==> src/irq_defines.vh <==
// register map, field positions and reset values of the tag interrupt block
`ifndef IRQ_DEFINES_VH
`define IRQ_DEFINES_VH

`define ADDR_IRQ_MASK_LOW    8'h08
`define ADDR_IRQ_MASK_HIGH   8'h09
`define ADDR_IRQ_FLAGS_LOW   8'h0A
`define ADDR_IRQ_FLAGS_HIGH  8'h0B

`define FLAGS_RESET          8'h00
`define MASK_RESET           8'hFF
`define READ_UNMAPPED        8'h00

// bit positions in the low flag and mask registers
`define BIT_INIT             7
`define BIT_WAKE_SELECTED    6
`define BIT_SLEEP_REQ        5
`define BIT_READER_WROTE     4
`define BIT_READER_READ      3
`define BIT_RX_END           2
`define BIT_TX_END           1
`define BIT_FIELD_EXIT       0

// bit positions in the high flag and mask registers
`define BIT_RX_START         7
`define BIT_FRAMING_ERR      6
`define BIT_PARITY_ERR       5
`define BIT_CRC_ERR          4
`define BIT_BUFFER_FAULT     3
`define BIT_PROG_DONE        2
`define BIT_MEM_ACCESS_ERR   1
`define BIT_HOST_ACCESS_ERR  0

// protocol state code of the selected state
`define STATE_SELECTED       4'h6

`endif

==> src/flag_bank.v <==
// one 8-bit sticky flag register with clear-all and set-wins priority
`default_nettype none

module flag_bank #(
  parameter WIDTH = 8
) (
  input  wire             clk_i,
  input  wire             rst_i,
  input  wire [WIDTH-1:0] set_i,
  input  wire             clear_i,
  output reg  [WIDTH-1:0] flags_o
);

  wire [WIDTH-1:0] next_flags;

  // an event in the clearing cycle survives the clear
  assign next_flags = (flags_o & {WIDTH{~clear_i}}) | set_i;

  always @(posedge clk_i or posedge rst_i) begin
    if (rst_i) begin
      flags_o <= {WIDTH{1'b0}};
    end else begin
      flags_o <= next_flags;
    end
  end

endmodule

`default_nettype wire

==> src/edge_detect.v <==
// rising and falling edge pulses for a group of same-clock level signals
`default_nettype none

module edge_detect #(
  parameter WIDTH = 2
) (
  input  wire             clk_i,
  input  wire             rst_i,
  input  wire [WIDTH-1:0] level_i,
  output wire [WIDTH-1:0] rise_o,
  output wire [WIDTH-1:0] fall_o
);

  reg [WIDTH-1:0] prev;

  always @(posedge clk_i or posedge rst_i) begin
    if (rst_i) begin
      prev <= {WIDTH{1'b0}};
    end else begin
      prev <= level_i;
    end
  end

  assign rise_o = level_i & ~prev;
  assign fall_o = ~level_i & prev;

endmodule

`default_nettype wire

==> src/tag_irq_ctrl.v <==
// interrupt flag and mask registers of the tag with the host-facing interrupt line
`include "irq_defines.vh"
`default_nettype none

// Functional notes
// - masks gate only the line, flags always latch
// - masks load defaults from nonvolatile configuration words
// - reading a flag register clears it
// - power-up and restore-defaults clear both flag registers
// - init flag on power-up, field, listed commands
// - wake flag on entry to selected state
// - sleep flag on sleep request command
// - flag when reader updated the data area
// - flag when reader read the data area
// - receive-end flag in buffered receive modes
// - transmit-end and field-exit flags
// - receive-start flag in buffered receive modes
// - framing error flag, data still buffered
// - parity error flag, data still buffered
// - crc error flag, data still buffered
// - buffer fault flag on overflow or underflow
// - programming-done flag for host-issued writes
// - memory access error on protected or missing address
// - host access error on access control interruption
module tag_irq_ctrl (
  input  wire       SYS_CLK_I,
  input  wire       RESET_I,
  input  wire [7:0] REG_ADDR_I,
  input  wire [7:0] REG_WDATA_I,
  input  wire       REG_WR_I,
  input  wire       REG_RD_I,
  output reg  [7:0] REG_RDATA_O,
  output reg        REG_RVALID_O,
  input  wire       CFG_LOAD_I,
  input  wire [7:0] MASK_DEFAULT_WORD_LOW_I,
  input  wire [7:0] MASK_DEFAULT_WORD_HIGH_I,
  input  wire       FIELD_PRESENT_I,
  input  wire       CMD_GO_SLEEP_I,
  input  wire       CMD_GO_SENSE_I,
  input  wire       CMD_GO_SENSE_SLEEP_I,
  input  wire       CMD_RESTORE_DEFAULTS_I,
  input  wire [3:0] PROTO_STATE_I,
  input  wire       SLEEP_REQ_I,
  input  wire       READER_WROTE_AREA_I,
  input  wire       READER_READ_AREA_I,
  input  wire       BUFFER_MODE_I,
  input  wire       RX_FRAME_START_I,
  input  wire       RX_FRAME_END_I,
  input  wire       TX_BUFFER_DONE_I,
  input  wire       FRAMING_ERROR_I,
  input  wire       PARITY_ERROR_I,
  input  wire       CRC_ERROR_I,
  input  wire       BUFFER_OVERFLOW_I,
  input  wire       BUFFER_UNDERFLOW_I,
  input  wire       NVM_WRITE_DONE_I,
  input  wire       NVM_WRITE_BY_HOST_I,
  input  wire       NVM_WRITE_PROTECTED_I,
  input  wire       NVM_WRITE_NO_ADDR_I,
  input  wire       HOST_ACCESS_DENIED_I,
  output reg        IRQ_O
);

  function addr_is;
    input [7:0] addr;
    input [7:0] target;
    begin
      addr_is = (addr == target);
    end
  endfunction

  function any_pending;
    input [7:0] flags;
    input [7:0] mask;
    begin
      any_pending = |(flags & ~mask);
    end
  endfunction

  reg  [7:0] irq_mask_low;
  reg  [7:0] irq_mask_high;
  reg        powered_up;
  reg  [7:0] next_rdata;

  wire [7:0] irq_flags_low;
  wire [7:0] irq_flags_high;
  reg  [7:0] set_low;
  reg  [7:0] set_high;

  wire       rd_flags_low;
  wire       rd_flags_high;
  wire       wr_mask_low;
  wire       wr_mask_high;
  wire       clear_low;
  wire       clear_high;
  wire       power_up_event;
  wire       in_selected;
  wire [1:0] lvl_rise;
  wire [1:0] lvl_fall;
  wire       field_appear;
  wire       field_exit;
  wire       selected_entry;
  wire       init_event;
  wire       wake_selected_flag;
  wire       reader_wrote_area_flag;
  wire       reader_read_area_flag;
  wire       buffer_fault_flag;
  wire       wake_selected_mask;
  wire       next_irq;

  assign rd_flags_low  = REG_RD_I & addr_is(REG_ADDR_I, `ADDR_IRQ_FLAGS_LOW);
  assign rd_flags_high = REG_RD_I & addr_is(REG_ADDR_I, `ADDR_IRQ_FLAGS_HIGH);
  assign wr_mask_low   = REG_WR_I & addr_is(REG_ADDR_I, `ADDR_IRQ_MASK_LOW);
  assign wr_mask_high  = REG_WR_I & addr_is(REG_ADDR_I, `ADDR_IRQ_MASK_HIGH);

  // power-up one-shot: first clock after reset release, not a reset value
  always @(posedge SYS_CLK_I or posedge RESET_I) begin
    if (RESET_I) begin
      powered_up <= 1'b0;
    end else begin
      powered_up <= 1'b1;
    end
  end

  assign power_up_event = ~powered_up;

  assign in_selected = (PROTO_STATE_I == `STATE_SELECTED);

  edge_detect #(
    .WIDTH (2)
  ) u_edges (
    .clk_i   (SYS_CLK_I),
    .rst_i   (RESET_I),
    .level_i ({in_selected, FIELD_PRESENT_I}),
    .rise_o  (lvl_rise),
    .fall_o  (lvl_fall)
  );

  // a field rise is ignored in the power-up cycle, which sets init anyway; a field fall is not
  assign field_appear   = lvl_rise[0] & powered_up;
  assign field_exit     = lvl_fall[0];
  assign selected_entry = lvl_rise[1];

  assign init_event = power_up_event | field_appear | CMD_GO_SLEEP_I | CMD_GO_SENSE_I
                    | CMD_GO_SENSE_SLEEP_I | CMD_RESTORE_DEFAULTS_I;

  // event vector of the low flag register
  always @* begin
    set_low = 8'h00;
    set_low[`BIT_INIT]          = init_event;
    set_low[`BIT_WAKE_SELECTED] = selected_entry;
    set_low[`BIT_SLEEP_REQ]     = SLEEP_REQ_I;
    set_low[`BIT_READER_WROTE]  = READER_WROTE_AREA_I;
    set_low[`BIT_READER_READ]   = READER_READ_AREA_I;
    set_low[`BIT_RX_END]        = RX_FRAME_END_I & BUFFER_MODE_I;
    set_low[`BIT_TX_END]        = TX_BUFFER_DONE_I;
    set_low[`BIT_FIELD_EXIT]    = field_exit;
  end

  // event vector of the high flag register; errors never hold back the
  // buffer write path, so received bytes are stored whatever is flagged
  always @* begin
    set_high = 8'h00;
    set_high[`BIT_RX_START]        = RX_FRAME_START_I & BUFFER_MODE_I;
    set_high[`BIT_FRAMING_ERR]     = FRAMING_ERROR_I;
    set_high[`BIT_PARITY_ERR]      = PARITY_ERROR_I;
    set_high[`BIT_CRC_ERR]         = CRC_ERROR_I;
    set_high[`BIT_BUFFER_FAULT]    = BUFFER_OVERFLOW_I | BUFFER_UNDERFLOW_I;
    set_high[`BIT_PROG_DONE]       = NVM_WRITE_DONE_I & NVM_WRITE_BY_HOST_I;
    set_high[`BIT_MEM_ACCESS_ERR]  = NVM_WRITE_PROTECTED_I | NVM_WRITE_NO_ADDR_I;
    set_high[`BIT_HOST_ACCESS_ERR] = HOST_ACCESS_DENIED_I;
  end

  // clear after the read; reset covers power-up clearing
  assign clear_low  = rd_flags_low | CMD_RESTORE_DEFAULTS_I;
  assign clear_high = rd_flags_high | CMD_RESTORE_DEFAULTS_I;

  // flags latch regardless of the mask bits
  flag_bank #(
    .WIDTH (8)
  ) u_flags_low (
    .clk_i   (SYS_CLK_I),
    .rst_i   (RESET_I),
    .set_i   (set_low),
    .clear_i (clear_low),
    .flags_o (irq_flags_low)
  );

  flag_bank #(
    .WIDTH (8)
  ) u_flags_high (
    .clk_i   (SYS_CLK_I),
    .rst_i   (RESET_I),
    .set_i   (set_high),
    .clear_i (clear_high),
    .flags_o (irq_flags_high)
  );

  assign wake_selected_flag     = irq_flags_low[`BIT_WAKE_SELECTED];
  assign reader_wrote_area_flag = irq_flags_low[`BIT_READER_WROTE];
  assign reader_read_area_flag  = irq_flags_low[`BIT_READER_READ];
  assign buffer_fault_flag      = irq_flags_high[`BIT_BUFFER_FAULT];
  assign wake_selected_mask     = irq_mask_low[`BIT_WAKE_SELECTED];

  // masks come up fully masked until the configuration words arrive;
  // a host write in the same cycle as the load is overridden by the load
  always @(posedge SYS_CLK_I or posedge RESET_I) begin
    if (RESET_I) begin
      irq_mask_low  <= `MASK_RESET;
      irq_mask_high <= `MASK_RESET;
    end else if (CFG_LOAD_I) begin
      irq_mask_low  <= MASK_DEFAULT_WORD_LOW_I;
      irq_mask_high <= MASK_DEFAULT_WORD_HIGH_I;
    end else begin
      if (wr_mask_low) begin
        irq_mask_low <= REG_WDATA_I;
      end
      if (wr_mask_high) begin
        irq_mask_high <= REG_WDATA_I;
      end
    end
  end

  // read data are the values before the clear takes effect
  always @* begin
    next_rdata = `READ_UNMAPPED;
    case (REG_ADDR_I)
      `ADDR_IRQ_MASK_LOW: begin
        next_rdata = irq_mask_low;
      end
      `ADDR_IRQ_MASK_HIGH: begin
        next_rdata = irq_mask_high;
      end
      `ADDR_IRQ_FLAGS_LOW: begin
        next_rdata = irq_flags_low;
      end
      `ADDR_IRQ_FLAGS_HIGH: begin
        next_rdata = irq_flags_high;
      end
      default: begin
        next_rdata = `READ_UNMAPPED;
      end
    endcase
  end

  always @(posedge SYS_CLK_I or posedge RESET_I) begin
    if (RESET_I) begin
      REG_RDATA_O  <= 8'h00;
      REG_RVALID_O <= 1'b0;
    end else begin
      REG_RVALID_O <= REG_RD_I;
      if (REG_RD_I) begin
        REG_RDATA_O <= next_rdata;
      end
    end
  end

  // mask bit of one suppresses its source on the line only
  assign next_irq = any_pending(irq_flags_low, irq_mask_low)
                  | any_pending(irq_flags_high, irq_mask_high);

  always @(posedge SYS_CLK_I or posedge RESET_I) begin
    if (RESET_I) begin
      IRQ_O <= 1'b0;
    end else begin
      IRQ_O <= next_irq;
    end
  end

endmodule

`default_nettype wire

==> config.mk <==
export PLATFORM = sky130hd
export DESIGN_NAME = tag_irq_ctrl
export DESIGN_NICKNAME = d
export VERILOG_FILES = /design/src/flag_bank.v /design/src/edge_detect.v /design/src/tag_irq_ctrl.v
export VERILOG_INCLUDE_DIRS = /design/src
export SDC_FILE = /design/constraint.sdc
export NUM_CORES = 1
export LEC_CHECK = 0
export BUFFER_PORTS_ARGS = -buffer_cell sky130_fd_sc_hd__clkbuf_2
export CAP_MARGIN = 20
export CORE_ASPECT_RATIO = 1.75
export CORE_UTILIZATION = 55
export DETAILED_ROUTE_END_ITERATION = 8
export GPL_TIMING_DRIVEN = 0
export HOLD_SLACK_MARGIN = 0.02
export PLACE_DENSITY = 0.91
export SKIP_CTS_REPAIR_TIMING = 1
export SYNTH_ARGS = -nofsm -noshare
export SYNTH_HDL_FRONTEND = slang
export SYNTH_SLANG_ARGS = --single-unit
export TNS_END_PERCENT = 50
==> constraint.sdc <==
create_clock -name SYS_CLK_I -period 2.1 [get_ports SYS_CLK_I]
set_input_delay 0.42 -clock SYS_CLK_I [delete_from_list [all_inputs] [get_ports SYS_CLK_I]]
set_output_delay 0.42 -clock SYS_CLK_I [all_outputs]
set_load 0.05 [all_outputs]
Word level (Yosys, flattened, before mapping) --
Cells that the tools add are included.
Word-level totals: bits in registers 45, input bits 63, word-level logic and storage cells 56
Operators by class: eq/ne operators 5, multiplexer cells 5, bitwise logic cells 33, reduce and logical (&&, ||, !) cells 4
Operators with widths (count):
- 8-bit bitwise AND | 4
- 8-bit by 4-bit == test with 1-bit output, second input constant | 4
- 8-bit 2-to-1 mux | 4
- 8-bit one-hot mux with 4 select lines | 1
- 8-bit inverter | 2
- 8-bit OR | 2
- 8-bit OR reduction | 2
- 1-bit OR | 10
- 1-bit bitwise AND | 9
- 4-bit by 3-bit == test with 1-bit output, second input constant | 1
- 1-bit inverter | 4
- 2-bit nonzero test | 2
- 2-bit bitwise AND | 1
- 2-bit inverter | 1

Longest topological paths before layout --
word-level depth 9, gate-level depth with buffers 5, depth with buffers taken out 3

Cells and area by module --
A second synthesis with hierarchy kept.
Second synthesis, totals: cell total of the unflattened synthesis 222, area total of the unflattened synthesis 2433.6 um^2
By module, submodules not included:
- tag_irq_ctrl | instances 1, cells an instance 179, area each 1809.2 um^2
- flag_bank | instances 2, cells an instance 18, area each 267.8 um^2
- edge_detect | instances 1, cells an instance 7, area each 88.8 um^2

Least setup slack after synthesis --
No wires, ideal clock.
path type input port to flip-flop, start point input port REG_ADDR_I[7], end point register irq_mask_low[0], library setup time 85 ps, arrival 1511 ps, path slack 504 ps, stages 5, path buffers 2, path through or4b_1 -> buf_2 -> buf_6 -> o31ai_1 -> a2bb2oi_1
Between the ends: word-level cells in the longest chain between the ends 3
RTL lines:
- from (decl) | RTL line tag_irq_ctrl.v:28 | input wire [7:0] REG_ADDR_I,
- 8-bit by 4-bit == test with 1-bit output | RTL line tag_irq_ctrl.v:67 | addr_is = (addr == target);
- 1-bit bitwise AND | RTL line tag_irq_ctrl.v:112 | assign wr_mask_low = REG_WR_I & addr_is(REG_ADDR_I, `ADDR_IRQ_MASK_LOW);
- 2-bit nonzero test (no source line)
- to (signal assigned) | RTL line tag_irq_ctrl.v:208 | irq_mask_low <= `MASK_RESET;
- to (decl) | RTL line tag_irq_ctrl.v:79 | reg [7:0] irq_mask_low;
Every way passes these cells. A chain may end at the register's enable or synchronous reset.

Worst setup path after layout --
start point input port REG_ADDR_I[1], end point register irq_mask_low[7]
The elaborated chain is that of the path after synthesis.

==> flow_metrics.py <==
metrics = {
    "logic_synthesis": {
        "synth_top_area_cell": "dfrtp_1",
        "avgSynthCellArea_um2": 11.9,
        "ys_seq_area_share_pct": 48.3,
        "async_flop_share_pct": 100,
        "ys_ff_latch": 45,
        "synth_common_cells": "29 x dfrtp_1, 16 x dfstp_2, 16 x inv_1",
        "synth_edf_count": 0,
        "synth.most_common_cell": "dfrtp_1",
        "syn_inst": 199,
        "synth_warnings": 0,
        "synthTopCellsByArea": "dfrtp_1 31%, dfstp_2 18%, mux4_2 7.6%",
        "synth_top_area_share_pct": 30.6,
        "synth-main-ff-cell": "dfrtp_1",
        "synth_cell_types": 35,
        "synth.cell_area_um2": 2370,
        "syn_nets": 262,
    },
    "critical_path": {
        "cp_common_cell": "buf_4",
        "crit_arrival_ps": 1880,
        "reg2reg_from": "irq_mask_low[5]",
        "crit_path_end_kind": "register",
        "cp.required_ps": 2320,
        "reg2reg_depth": 3,
        "regToRegEndpoint": "IRQ_O",
        "worstPathMaxFanout": 10,
        "max_stage_delay_ps": 550,
        "crit_end": "irq_mask_low[7]",
        "r2r_setup_slack_ps": 700,
        "crit_path_start_kind": "input port",
        "crit_type": "input port to register",
        "crit_chain": "clkbuf_2 > buf_4 > nor4b_4 > buf_4 > a41oi_1 > a2bb2oi_1",
        "slowest_stage": "nor4b_4",
        "startpoint": "REG_ADDR_I[1]",
    },
    "pwr": {
        "ir_worst_vdd_v": 0.000534,
        "powerDensity_nw_per_um2": 643,
        "p_leak_nw": 1.26,
    },
    "layout": {
        "drive_above_1_share_pct": 43.7,
        "antennaDiodeCount": 0,
        "design_area_um2": 2880,
        "area_growth_pct": 21.1,
        "final_nets": 339,
    },
    "placed_design": {
        "dpl_cell_area_um2": 2790,
        "io_buffers": 70,
        "place.gp.congestion": 0.829,
        "detailed_place_hpwl_um": 4510,
    },
    "run_status": {
        "run_status": "finished clean",
    },
    "job": {
        "maxCapViolCount": 0,
    },
    "timing": {
        "rsz0062_at_grt": "no",
        "tightest_slew_ps": 882,
        "period_needed_ps": 1670,
        "layout_worst_path_cycle_share_pct": 79.3,
        "fmaxAchievable_mhz": 600,
        "skew_ps": 5.92,
        "hold_viol": 0,
        "finalSetupViolCount": 0,
        "tns_ps": 0,
        "slew_headroom_pct": 41.1,
        "maxSlewViolCount": 0,
    },
    "global_route": {
        "grt_usage_pct": 28.5,
        "grt_pass1_wl_um": 9550,
        "grt_max_degree": 46,
        "grt_overflow": 0,
        "antenna_found_initial": 0,
        "first_global_vias": 2061,
    },
    "routing": {
        "vias": 2000,
        "drt-wirelength-per-cell_um": 17.6,
        "wl_um": 5740,
        "firstDrtPassIters": 4,
        "ant_nets": 0,
        "remaining_drc_errors": 0,
        "drt_iter0_drc": 72,
        "vias_per_cell": 6.13,
    },
    "clock_tree": {
        "h-tree-depth": 2,
        "clock-root-buffer": "clkbuf_8",
        "cts_buffers": 5,
        "cts_tree": "yes",
        "clk_pin_slew_ps": 80,
        "clock_sinks": 45,
        "clock_latency_ps": 300,
        "cts_buffer_depth": 2,
    },
    "floorplan": {
        "die_x_um": 51.7,
        "coreArea_um2": 4150,
        "die_area_um2": 4590,
        "core.rowCount": 31,
        "io_pins": 73,
        "die_h_um": 88.9,
        "start_util_pct": 57.2,
    },
    "hold_path": {
        "hold_class": "input port to register",
        "hold_depth": 1,
    },
}
-- logic make-up after synthesis --
group,synth area share (%)
AO/OA/AOI/OAI,28.2
buffers and inverters,7.90
other,0.158
multiplexers,7.59
flip-flops,48.3
AND/OR/NAND/NOR,7.85
-- routing by layer --
| layer | global-route usage, % | share of wire (%) |
|---|---|---|
| met5 | 0 | 0 |
| met2 | 49.0 | 55 |
| met3 | 5.10 | 4.9 |
| met4 | 16.5 | 4.3 |
| met1 | 32.6 | 36 |
-- through the flow --
step	cells	utilization, %	total power [W]	worst slack, ps	hold WS [ps]
6_report	326	69.3	0.00185	434	240
5_1_grt	326	69.3	0.00193	346	236
4_1_cts	326	69.3	0.00186	450	239
3_5_place_dp	318	67.1	0.00132	142	480
3_3_place_gp	318	67.1	0.00131	194	476
2_1_floorplan	199	-	0.00120	504	451
-- power breakdown --
part	internal [W]	switching, W	total (W)
logic	0.000160	0.000163	0.000322
clock network	0.000268	0.000272	0.000540
registers	0.000942	0.0000464	0.000989
-- critical path, delay by kind of cell --
kind / cells / cell delay (ps)
AOI/OAI and AO/OA: 2 / 350
buffers and inverters: 3 / 550
and+or+nand+nor: 1 / 550
-- placed cells by master (no fill, tap or decap), types with 2 or more instances in the layout --
cell,n
nor2b_1,12
clkbuf_2,70
clkbuf_8,6
mux4_2,8
o22ai_1,8
inv_1,15
o31ai_2,5
nor2_1,2
a2111oi_0,4
or4b_1,2
buf_2,6
buf_6,2
clkbuf_1,7
clkinv_1,9
a41oi_2,2
dfstp_2,16
a2bb2oi_1,15
a211o_1,2
nand4_1,3
o31ai_1,11
a41oi_1,15
a22o_1,5
inv_2,2
dfrtp_1,29
a21o_1,8
buf_4,2
-- cell type report --
| type | count | area [um2] |
|---|---|---|
| inverter | 26 | 97.6 |
| fill | 308 | 1270 |
| sequential | 45 | 1150 |
| timing repair buffer | 70 | 350 |
| tap | 49 | 61.3 |
| multi-input combinational | 112 | 1040 |
| clock buffer | 8 | 90.1 |
| buffer | 16 | 90.1 |
-- registers in the layout, summed over array words and instances (netlist names) --
| signal | count |
|---|---|
| u_flags_low.flags_o | 8 |
| u_edges.prev | 2 |
| REG_RDATA_O | 8 |
| irq_mask_low | 8 |
| u_flags_high.flags_o | 8 |
| powered_up | 1 |
| irq_mask_high | 8 |
| REG_RVALID_O | 1 |
| IRQ_O | 1 |
-- how the worst min path moves through the flow --
| stage | startpoint | end | slack [ps] |
|---|---|---|---|
| after global placement | u_flags_low.flags_o[4] | u_flags_low.flags_o[4] | 480 |
| after global routing | REG_RD_I | REG_RVALID_O | 240 |
| after floorplan | REG_RD_I | REG_RVALID_O | 450 |
| final | REG_RD_I | REG_RVALID_O | 240 |
| after detailed placement | u_flags_low.flags_o[5] | u_flags_low.flags_o[5] | 480 |
| after CTS | REG_RD_I | REG_RVALID_O | 240 |
Note: power is estimated with default switching activity, not from simulation.
